==> src/logic/iscf_pkg.sv <==
`default_nettype none
package iscf_pkg;
  // ==========================================================
  // register offsets
  localparam logic [7:0] OFS_STAT    = 8'h18;
  localparam logic [7:0] OFS_CLEAR   = 8'h1C;
  localparam logic [7:0] OFS_RDATA   = 8'h24;
  localparam logic [7:0] OFS_TDATA   = 8'h28;
  localparam logic [7:0] OFS_CTRL    = 8'h40;
  localparam logic [7:0] OFS_COUNT   = 8'h44;
  localparam logic [7:0] OFS_IRQ_EN  = 8'h48;
  localparam logic [7:0] OFS_EVENTS  = 8'h4C;
  // ==========================================================
  // status bit positions
  localparam int B_TXE    = 0;
  localparam int B_TXREQ  = 1;
  localparam int B_RXF    = 2;
  localparam int B_ADDR   = 3;
  localparam int B_NACK   = 4;
  localparam int B_STOP   = 5;
  localparam int B_TDONE  = 6;
  localparam int B_RDONE  = 7;
  localparam int B_BUSF   = 8;
  localparam int B_ALERT  = 13;
  // ==========================================================
  // control bit positions
  localparam int C_ON     = 0;
  localparam int C_MASTER = 1;
  localparam int C_RELOAD = 2;
  localparam int C_ASTOP  = 3;
  localparam int C_NOSTR  = 4;
  localparam int C_START  = 5;
  localparam int C_STOPRQ = 6;
  localparam int C_IRQON  = 7;
  localparam int C_DMAON  = 8;
  // ==========================================================
  // masks, reset values and response codes
  localparam logic [31:0] CLEAR_MASK  = 32'h0000_3F38;
  localparam logic [31:0] STAT_RESET  = 32'h0000_0001;
  localparam logic [31:0] CTRL_RESET  = 32'h0000_0000;
  localparam logic [1:0]  RESP_OKAY   = 2'h0;
  localparam logic [1:0]  RESP_SLVERR = 2'h2;

  // bus engine events, one-cycle pulses
  typedef struct packed {
    logic       count_done;
    logic       stop_seen;
    logic       nack;
    logic       addr_match;
    logic       rx_byte;
    logic [7:0] rx_data;
    logic       tx_ready;
    logic       tx_taken;
    logic [5:0] fault;
  } iscf_evt_type;

  typedef struct packed {
    logic        aw_done;
    logic        w_done;
    logic [7:0]  aw_addr;
    logic [31:0] w_data;
    logic [3:0]  w_strb;
    logic        bvalid;
    logic [1:0]  bresp;
    logic        rvalid;
    logic [31:0] rdata;
    logic [1:0]  rresp;
    logic [31:0] stat;
    logic [31:0] ctrl;
    logic [7:0]  byte_count;
    logic [31:0] irq_en;
    logic [7:0]  rx_data;
    logic [7:0]  tx_data;
    logic        tx_strobe;
    logic        start_pulse;
    logic        stop_pulse;
  } iscf_state_type;
endpackage : iscf_pkg
`default_nettype wire

==> src/logic/iscf_flags.sv <==
// The AXI4-Lite slave port is this design's own decision.
`default_nettype none
module iscf_flags (
  // clock and reset
  input  wire logic                  clk_sys_i,
  input  wire logic                  srst_i,
  // axi4-lite slave
  input  wire logic                  s_axi_awvalid,
  output logic                       s_axi_awready,
  input  wire logic [7:0]            s_axi_awaddr,
  input  wire logic                  s_axi_wvalid,
  output logic                       s_axi_wready,
  input  wire logic [31:0]           s_axi_wdata,
  input  wire logic [3:0]            s_axi_wstrb,
  output logic                       s_axi_bvalid,
  input  wire logic                  s_axi_bready,
  output logic [1:0]                 s_axi_bresp,
  input  wire logic                  s_axi_arvalid,
  output logic                       s_axi_arready,
  input  wire logic [7:0]            s_axi_araddr,
  output logic                       s_axi_rvalid,
  input  wire logic                  s_axi_rready,
  output logic [31:0]                s_axi_rdata,
  output logic [1:0]                 s_axi_rresp,
  // bus engine events
  input  wire iscf_pkg::iscf_evt_type evt_i,
  // engine controls
  output logic [31:0]                ctrl_o,
  output logic [7:0]                 byte_count_o,
  output logic [7:0]                 tx_data_o,
  output logic                       tx_strobe_o,
  output logic                       start_pulse_o,
  output logic                       stop_pulse_o,
  output logic                       tx_dma_req_o,
  output logic                       irq_o
);
  iscf_pkg::iscf_state_type s_q;
  iscf_pkg::iscf_state_type s_d;

  // ==========================================================
  // address decode
  function automatic logic known(input logic [7:0] a);
    known = (a == iscf_pkg::OFS_STAT) || (a == iscf_pkg::OFS_CLEAR) ||
            (a == iscf_pkg::OFS_RDATA) || (a == iscf_pkg::OFS_TDATA) ||
            (a == iscf_pkg::OFS_CTRL) || (a == iscf_pkg::OFS_COUNT) ||
            (a == iscf_pkg::OFS_IRQ_EN) || (a == iscf_pkg::OFS_EVENTS);
  endfunction : known

  logic        wr_go;
  logic        rd_go;
  logic [7:0]  waddr;
  logic [31:0] wdata;
  logic [31:0] wmask;

  assign s_axi_awready = !s_q.aw_done && !s_q.bvalid;
  assign s_axi_wready  = !s_q.w_done && !s_q.bvalid;
  assign s_axi_arready = !s_q.rvalid;

  always_comb begin
    logic aw_now;
    logic w_now;
    aw_now = s_q.aw_done || (s_axi_awvalid && s_axi_awready);
    w_now  = s_q.w_done || (s_axi_wvalid && s_axi_wready);
    wr_go  = aw_now && w_now && !s_q.bvalid;
    waddr  = s_q.aw_done ? s_q.aw_addr : s_axi_awaddr;
    wdata  = s_q.w_done ? s_q.w_data : s_axi_wdata;
    wmask  = {{8{(s_q.w_done ? s_q.w_strb[3] : s_axi_wstrb[3])}},
              {8{(s_q.w_done ? s_q.w_strb[2] : s_axi_wstrb[2])}},
              {8{(s_q.w_done ? s_q.w_strb[1] : s_axi_wstrb[1])}},
              {8{(s_q.w_done ? s_q.w_strb[0] : s_axi_wstrb[0])}}};
    rd_go  = s_axi_arvalid && s_axi_arready;
  end

  // ==========================================================
  // next state
  always_comb begin
    logic [31:0] st;
    logic [31:0] cmask;
    logic [31:0] nctl;
    logic [7:0]  nbc;
    logic        slave;
    s_d   = s_q;
    st    = s_q.stat;
    cmask = 32'h0000_0000;
    nctl  = s_q.ctrl;
    nbc   = s_q.byte_count;
    slave = !s_q.ctrl[iscf_pkg::C_MASTER];
    s_d.tx_strobe   = 1'b0;
    s_d.start_pulse = 1'b0;
    s_d.stop_pulse  = 1'b0;
    // channel capture
    if (s_axi_awvalid && s_axi_awready) begin
      s_d.aw_done = 1'b1;
      s_d.aw_addr = s_axi_awaddr;
    end
    if (s_axi_wvalid && s_axi_wready) begin
      s_d.w_done = 1'b1;
      s_d.w_data = s_axi_wdata;
      s_d.w_strb = s_axi_wstrb;
    end
    if (s_q.bvalid && s_axi_bready) begin
      s_d.bvalid = 1'b0;
    end
    if (s_q.rvalid && s_axi_rready) begin
      s_d.rvalid = 1'b0;
    end
    // software clears and writes first, hardware sets win after
    if (wr_go) begin
      s_d.aw_done = 1'b0;
      s_d.w_done  = 1'b0;
      s_d.bvalid  = 1'b1;
      s_d.bresp   = known(waddr) ? iscf_pkg::RESP_OKAY : iscf_pkg::RESP_SLVERR;
      case (waddr)
        iscf_pkg::OFS_CLEAR: begin
          cmask = wdata & wmask & iscf_pkg::CLEAR_MASK;
        end
        iscf_pkg::OFS_STAT: begin
          if (wmask[0] && wdata[iscf_pkg::B_TXE]) begin
            st[iscf_pkg::B_TXE] = 1'b1;
          end
          if (wmask[0] && wdata[iscf_pkg::B_TXREQ] && slave &&
              s_q.ctrl[iscf_pkg::C_NOSTR]) begin
            st[iscf_pkg::B_TXREQ] = 1'b1;
          end
        end
        iscf_pkg::OFS_TDATA: begin
          if (wmask[0]) begin
            s_d.tx_data           = wdata[7:0];
            s_d.tx_strobe         = 1'b1;
            st[iscf_pkg::B_TXE]   = 1'b0;
            st[iscf_pkg::B_TXREQ] = 1'b0;
          end
        end
        iscf_pkg::OFS_CTRL: begin
          nctl = (s_q.ctrl & ~wmask) | (wdata & wmask);
          if (nctl[iscf_pkg::C_START] || nctl[iscf_pkg::C_STOPRQ]) begin
            st[iscf_pkg::B_TDONE] = 1'b0;
          end
          s_d.start_pulse = nctl[iscf_pkg::C_START];
          s_d.stop_pulse  = nctl[iscf_pkg::C_STOPRQ];
          nctl[iscf_pkg::C_START]  = 1'b0;
          nctl[iscf_pkg::C_STOPRQ] = 1'b0;
        end
        iscf_pkg::OFS_COUNT: begin
          if (wmask[0]) begin
            nbc = wdata[7:0];
            if (wdata[7:0] != 8'h00) begin
              st[iscf_pkg::B_RDONE] = 1'b0;
            end
          end
        end
        iscf_pkg::OFS_IRQ_EN: begin
          s_d.irq_en = (s_q.irq_en & ~wmask) | (wdata & wmask);
        end
        default: begin
        end
      endcase
    end
    st = st & ~cmask;
    // register reads, RDATA read clears RXF
    if (rd_go) begin
      s_d.rvalid = 1'b1;
      s_d.rresp  = known(s_axi_araddr) ? iscf_pkg::RESP_OKAY : iscf_pkg::RESP_SLVERR;
      case (s_axi_araddr)
        iscf_pkg::OFS_STAT:   s_d.rdata = s_q.stat;
        iscf_pkg::OFS_RDATA: begin
          s_d.rdata             = {24'h000000, s_q.rx_data};
          st[iscf_pkg::B_RXF]   = 1'b0;
        end
        iscf_pkg::OFS_TDATA:  s_d.rdata = {24'h000000, s_q.tx_data};
        iscf_pkg::OFS_CTRL:   s_d.rdata = s_q.ctrl;
        iscf_pkg::OFS_COUNT:  s_d.rdata = {24'h000000, s_q.byte_count};
        iscf_pkg::OFS_IRQ_EN: s_d.rdata = s_q.irq_en;
        iscf_pkg::OFS_EVENTS: s_d.rdata = s_q.stat & s_q.irq_en;
        default:              s_d.rdata = 32'h0000_0000;
      endcase
    end
    // hardware sets
    if (evt_i.count_done && s_q.ctrl[iscf_pkg::C_RELOAD]) begin
      st[iscf_pkg::B_RDONE] = 1'b1;
    end
    if (evt_i.count_done && s_q.ctrl[iscf_pkg::C_MASTER] &&
        !s_q.ctrl[iscf_pkg::C_RELOAD] && !s_q.ctrl[iscf_pkg::C_ASTOP]) begin
      st[iscf_pkg::B_TDONE] = 1'b1;
    end
    if (evt_i.stop_seen) begin
      st[iscf_pkg::B_STOP] = 1'b1;
    end
    if (evt_i.nack) begin
      st[iscf_pkg::B_NACK] = 1'b1;
    end
    if (evt_i.addr_match && slave) begin
      st[iscf_pkg::B_ADDR] = 1'b1;
    end
    if (evt_i.rx_byte) begin
      s_d.rx_data         = evt_i.rx_data;
      st[iscf_pkg::B_RXF] = 1'b1;
    end
    if (evt_i.tx_ready) begin
      st[iscf_pkg::B_TXREQ] = 1'b1;
    end
    if (evt_i.tx_taken) begin
      st[iscf_pkg::B_TXE] = 1'b1;
    end
    st[iscf_pkg::B_ALERT:iscf_pkg::B_BUSF] = st[iscf_pkg::B_ALERT:iscf_pkg::B_BUSF] |
                                             evt_i.fault;
    if (!nctl[iscf_pkg::C_ON]) begin
      st = st & ~iscf_pkg::CLEAR_MASK;
    end
    st[31:14]      = 18'h00000;
    st[2]          = st[iscf_pkg::B_RXF];
    s_d.stat       = st;
    s_d.ctrl       = nctl;
    s_d.byte_count = nbc;
  end

  // ==========================================================
  // registers
  always_ff @(posedge clk_sys_i) begin
    if (srst_i) begin
      s_q        <= '0;
      s_q.stat   <= iscf_pkg::STAT_RESET;
      s_q.ctrl   <= iscf_pkg::CTRL_RESET;
    end else begin
      s_q <= s_d;
    end
  end

  // ==========================================================
  // outputs
  assign s_axi_bvalid  = s_q.bvalid;
  assign s_axi_bresp   = s_q.bresp;
  assign s_axi_rvalid  = s_q.rvalid;
  assign s_axi_rdata   = s_q.rdata;
  assign s_axi_rresp   = s_q.rresp;
  assign ctrl_o        = s_q.ctrl;
  assign byte_count_o  = s_q.byte_count;
  assign tx_data_o     = s_q.tx_data;
  assign tx_strobe_o   = s_q.tx_strobe;
  assign start_pulse_o = s_q.start_pulse;
  assign stop_pulse_o  = s_q.stop_pulse;
  assign tx_dma_req_o  = s_q.stat[iscf_pkg::B_TXREQ] && s_q.ctrl[iscf_pkg::C_DMAON];
  assign irq_o         = (|(s_q.stat & s_q.irq_en)) ||
                         (s_q.stat[iscf_pkg::B_TXREQ] && s_q.ctrl[iscf_pkg::C_IRQON]);
endmodule : iscf_flags
`default_nettype wire

==> config.mk <==
export PLATFORM = sky130hd
export DESIGN_NAME = iscf_flags
export DESIGN_NICKNAME = d
export VERILOG_FILES = /design/src/logic/iscf_pkg.sv /design/src/logic/iscf_flags.sv
export SDC_FILE = /design/constraint.sdc
export NUM_CORES = 1
export LEC_CHECK = 0
export BUFFER_PORTS_ARGS = -buffer_cell sky130_fd_sc_hd__buf_2
export CAP_MARGIN = 30
export CORE_UTILIZATION = 53
export CTS_BUF_LIST = sky130_fd_sc_hd__clkbuf_4 sky130_fd_sc_hd__clkbuf_8
export DETAILED_ROUTE_END_ITERATION = 12
export PLACE_DENSITY = 0.86
export SLEW_MARGIN = 20
export SYNTH_ARGS = -nofsm -noshare
export SYNTH_HDL_FRONTEND = slang
export SYNTH_SLANG_ARGS = --single-unit
export TNS_END_PERCENT = 100
==> constraint.sdc <==
create_clock -name clk_sys_i -period 7.6 [get_ports clk_sys_i]
set_clock_uncertainty 0.2 [all_clocks]
set_input_delay 0.76 -clock clk_sys_i [delete_from_list [all_inputs] [get_ports clk_sys_i]]
set_output_delay 0.76 -clock clk_sys_i [all_outputs]
set_load 0.01 [all_outputs]
After elaboration in Yosys (flattened, before gate mapping) --
Index checks and enable logic that the tools add are counted.
Storage, ports and cells: output and inout bits 94, input port bits 80, register bits after elaboration 205, logic and storage cells 148
Cells by class: equality and inequality tests 16, reductions and logical operators 57, bitwise logic cells 14, multiplexer cells 39
Operator list (number):
- one-hot mux 32 bit (7 select lines) | 1
- AND 32 bit | 5
- == test 8 x 7 -> 1 bit, second input constant | 8
- NOT 32 bit | 2
- OR 32 bit | 2
- 2-to-1 mux 35 bit | 1
- == test 8 x 5 -> 1 bit, second input constant | 4
- == test 8 x 6 -> 1 bit, second input constant | 4
- 2-to-1 mux 32 bit | 1
- OR reduction 32 bit | 1
- 2-to-1 mux 14 bit | 2
- 2-to-1 mux 1 bit | 25
- logical AND 1 bit | 20
- logical OR 1 bit | 18
- 2-to-1 mux 2 bit | 5
- 2-to-1 mux 9 bit | 1
- 2-to-1 mux 8 bit | 1
- nonzero test 8 bit | 1
- logical NOT 1 bit | 7
- OR 6 bit | 1
- AND reduction 3 bit | 2
- OR reduction 3 bit | 2
- NOT 1 bit | 4
- one-hot mux 2 bit (2 select lines) | 1
- other kinds (4) | 7

Logic depth before layout (Yosys ltp) --
depth after elaboration 12, mapped depth 8, gate-level depth less buffers 5

Worst setup path before layout --
OpenSTA, ideal clock, no wires.
path kind input -> register, from input s_axi_awaddr[0], to register s_q[100] in the netlist's numbering, library setup time 0.137 ns, path buffers 1, stages on the path 6, required time 7.263 ns, setup slack 4.665 ns, data arrival time 2.598 ns, cell sequence or3_1 -> a2111o_2 -> buf_6 -> or4_1 -> o211ai_2 -> a211oi_1
Between the ends: longest elaborated chain between the ends 7, elaborated cells on any way between the ends 12, classes of those cells eq/ne (2); mux (5); bitwise (4); reduce/logical (1)
Ends and longest elaborated chain:
- from (decl) | RTL line iscf_flags.sv:10 | input wire logic [7:0] s_axi_awaddr,
- 2-to-1 mux 8 bit (*) | RTL line iscf_flags.sv:65 | waddr = s_q.aw_done ? s_q.aw_addr : s_axi_awaddr;
- == test 8 x 5 -> 1 bit | RTL line iscf_flags.sv:113 | case (waddr)
- 2-to-1 mux 14 bit | RTL line iscf_flags.sv:113
- 2-to-1 mux 14 bit | RTL line iscf_flags.sv:108 | if (wr_go) begin
- NOT 32 bit | RTL line iscf_flags.sv:159 | st = st & ~cmask;
- AND 32 bit | RTL line iscf_flags.sv:159
- OR 6 bit | RTL line iscf_flags.sv:205 | st[iscf_pkg::B_ALERT:iscf_pkg::B_BUSF] = st[iscf_pkg::B_ALERT:iscf_pkg::B_BUSF] |
- to (decl) | RTL line iscf_flags.sv:37 | iscf_pkg::iscf_state_type s_q;
Every way passes the cells marked *; elsewhere a longest branch is shown, timed or not. A chain may end at the register's enable or synchronous reset.

Worst setup path after layout --
from register s_q[206] in the netlist's numbering, to register s_q[101] in the netlist's numbering
Between the ends: longest elaborated chain between the ends 10, elaborated cells on any way between the ends 18, classes of those cells eq/ne (2); mux (5); bitwise (4); reduce/logical (7)
Ends and longest elaborated chain:
- parallel branches: the longest is 10 deep, another holds NOT 32 bit
Parallel ways; which one is timed is not known.

==> run_results.csv <==
group,metric,value,unit
cells_and_area,multiInputGateArea,0.004051,sq mm
pwr,p_sw,0.0005164,W
routing,ant_nets,0,
cells_and_area,final_area,0.009385,sq mm
pwr,p_comb_share,11.1,%
clock_network,postCtsSetupRepairBufs,0,
setup_path,slowest_stage,"dfxtp_1",
pwr,leakage,3.700,nW
timing,fin_crit,3431,ps
clock_network,cts_buffers,17,
clock_network,cts.sinks,185,
pwr,clockPowerShare,35.5,%
cells_and_area,layout_common_cells,"dfxtp_1, buf_2, nor2_1",
setup_path,crit_chain,"nor3b_1 > o21ai_1 > nor3_2 > o211ai_2 > a211oi_1",
placement,place_congestion,0.9351,
clock_network,cts_tree,"built",
floorplanning,num_rows,46,
routing,drc,0,
global_route,grt_usage,26.30,%
synth,ys.flop_type,"dfxtp_1",
floorplanning,pin_count,174,
clock_network,cts.path.max_buffers,2,
synth,avgSynthCellArea,8.713,sq um
clock_network,h-tree-depth,4,
pwr,p_per_area,202.1,mW/mm^2
floorplanning,fp.dieArea,0.01686,sq mm
pwr,p_total,0.001897,W
cells_and_area,nets,1130,
setup_path,cp_max_fo,22,
timing,finalCritPeriodShare,45.14,%
cells_and_area,drive_gt1_share,22.98,%
synth,synth-async-reset-ratio,0,%
setup_path,slowest_delay,760,ps
pwr,pwr-share-seq,53.4,%
setup_path,cp.arrival,3620,ps
synth,synth_cell_types,56,
placement,numPortBuffers,169,
pwr,p_int,0.001381,W
synth,synth-edff-count,0,
floorplanning,die_w,129.8,microns
global_route,grt_max_degree,90,
timing,hold_viol,0,
timing,fmax,291.5,MHz
timing,fin_tns_setup,0,ps
pwr,irDropWorstVdd,0.0001344,V
placement,place_hpwl,15840,microns
synth,postSynthCellCount,994,
floorplanning,die_y,129.8,microns
clock_network,clkTransAtPathRegs,100,ps
setup_path,critPathKind,"flop to flop",
setup_path,required,7790,ps
global_route,grt_pass1_wl,34240,microns
synth,syn_area,0.008661,sq mm
routing,wirelength,22140,microns
routing,viasPerCell,5.747,
timing,max_slew.worst_pin.slew,1122,ps
status,status,"complete, no violations",
synth,ys_warn_count,0,
cells_and_area,regArea,0.003705,sq mm
placement,placed_area,0.008961,sq mm
placement,place_ws,4082,ps
routing,first_iter_violations,690,
global_route,globalRoute.totalOverflow,0,
setup_path,critPathCaptureType,"flop",
timing,setup_slack,4169,ps
synth,ys_ff_latch,185,
routing,vias,7374,
synth,synth_seq_area_share,42.76,%
clock_network,hold_buffers,0,
routing,first_pass_iters,6,
cells_and_area,fillers,1445,
routing,wl_per_cell,17.25,microns
global_route,antenna_found_initial,5,
floorplanning,initial_core_util,54.32,%
pwr,swShare,27.22,%
floorplanning,core_area,0.01594,sq mm
timing,final-setup-viol-count,0,
flow_run,drv_cap,0,
clock_network,worstSkewPairLatency,470,ps
min_path,hold_path.class,"flop to flop",
clock_network,root_buffer,"clkbuf_8",
setup_path,start_kind,"flop",
setup_path,r2r_slack,4170,ps
timing,final-max-slew-violation-count,0,
clock_network,post_cts_resized,0,
timing,rsz0062_at_grt,"no",
timing,relSlewSlack,25.17,%
cells_and_area,area_growth,8.365,%
cells_and_area,final_common_cell,"dfxtp_1",
global_route,grt_pass1_vias,6672,
final cells by class:
type                            instances  share of cell area (%)
Clock inverter                         12                   1.480
Tap cell                              216                   2.880
Inverter                               13                  0.5199
Antenna cell                            5                  0.1333
Clock buffer                           19                   2.786
Sequential cell                       185                   39.47
Timing Repair Buffer                  175                   9.559
Multi-Input combinational cell        658                   43.17
cells by family (layout without fill, tap and decap cells):
logic type	Yosys count	after routing	synth area share, %
AO/OA/AOI/OAI	263	263	20.47
buffers and inverters	154	219	10.65
flip-flops	185	185	42.76
multiplexers	68	68	8.047
other	1	9	0.04330
AND/OR/NAND/NOR	323	323	18.03
stage by stage:
| stage | hold WS [ps] | utilization, % | std cells |
|---|---|---|---|
| 6_report | 252.8 | 58.87 | 1283 |
| 3_5_place_dp | 238.9 | 56.21 | 1246 |
| 3_3_place_gp | 232.7 | 56.21 | 1246 |
| 5_1_grt | 254.8 | 58.81 | 1279 |
| 4_1_cts | 256.6 | 58.72 | 1277 |
| 2_1_floorplan | 226.3 | - | 997 |
power by group through the flow:
stage                     Clock, W  Combinational (W)  Sequential, W
after global routing      0.000720           0.000230        0.00102
after CTS                 0.000680           0.000209        0.00101
final                     0.000673           0.000210        0.00101
after global placement           0           0.000202        0.00103
after detailed placement         0           0.000207        0.00104
after floorplan                  0           0.000147        0.00103
worst max-delay path, delay by kind of cell (launching register included):
family          cells  cell delay [ps]
compound gates      3             1050
flops               1              760
simple gates        2             1330
synthesized netlist by cell type (13+ instances only):
| library cell | instances | area [sq um] |
|---|---|---|
| a22o_1 | 16 | 140.1 |
| clkbuf_1 | 38 | 142.6 |
| mux2i_1 | 55 | 550.5 |
| dfxtp_1 | 185 | 3704 |
| a211oi_1 | 69 | 518.0 |
| o21ai_0 | 48 | 240.2 |
| inv_1 | 13 | 48.80 |
| a21oi_1 | 56 | 280.3 |
| nor2_1 | 126 | 473.0 |
| a22oi_1 | 34 | 255.2 |
| mux2_2 | 13 | 146.4 |
| buf_4 | 84 | 630.6 |
| nand2_1 | 123 | 461.7 |
per-layer routing:
layer | vias to the layer above | routed length, microns | share of wire (%) | global-route usage [%]
met2 | 320 | 10490 | 47 | 43.32
met1 | 3407 | 9546 | 43 | 32.79
met4 | 4 | 562 | 2.5 | 11.22
met3 | 62 | 1519 | 6.9 | 6.519
met5 | - | 18 | 0.081 | 0
li1 | 3581 | - | - | -
worst paths after layout:
path                   startpoint         endpoint  depth (start not counted)
setup / recovery         s_q[206]         s_q[101]                          5
setup reg to reg         s_q[206]         s_q[101]                          5
hold reg to reg   s_axi_rdata[14]  s_axi_rdata[14]                          2
hold / removal    s_axi_rdata[14]  s_axi_rdata[14]                          2
Power figures use the tool's default switching activity.
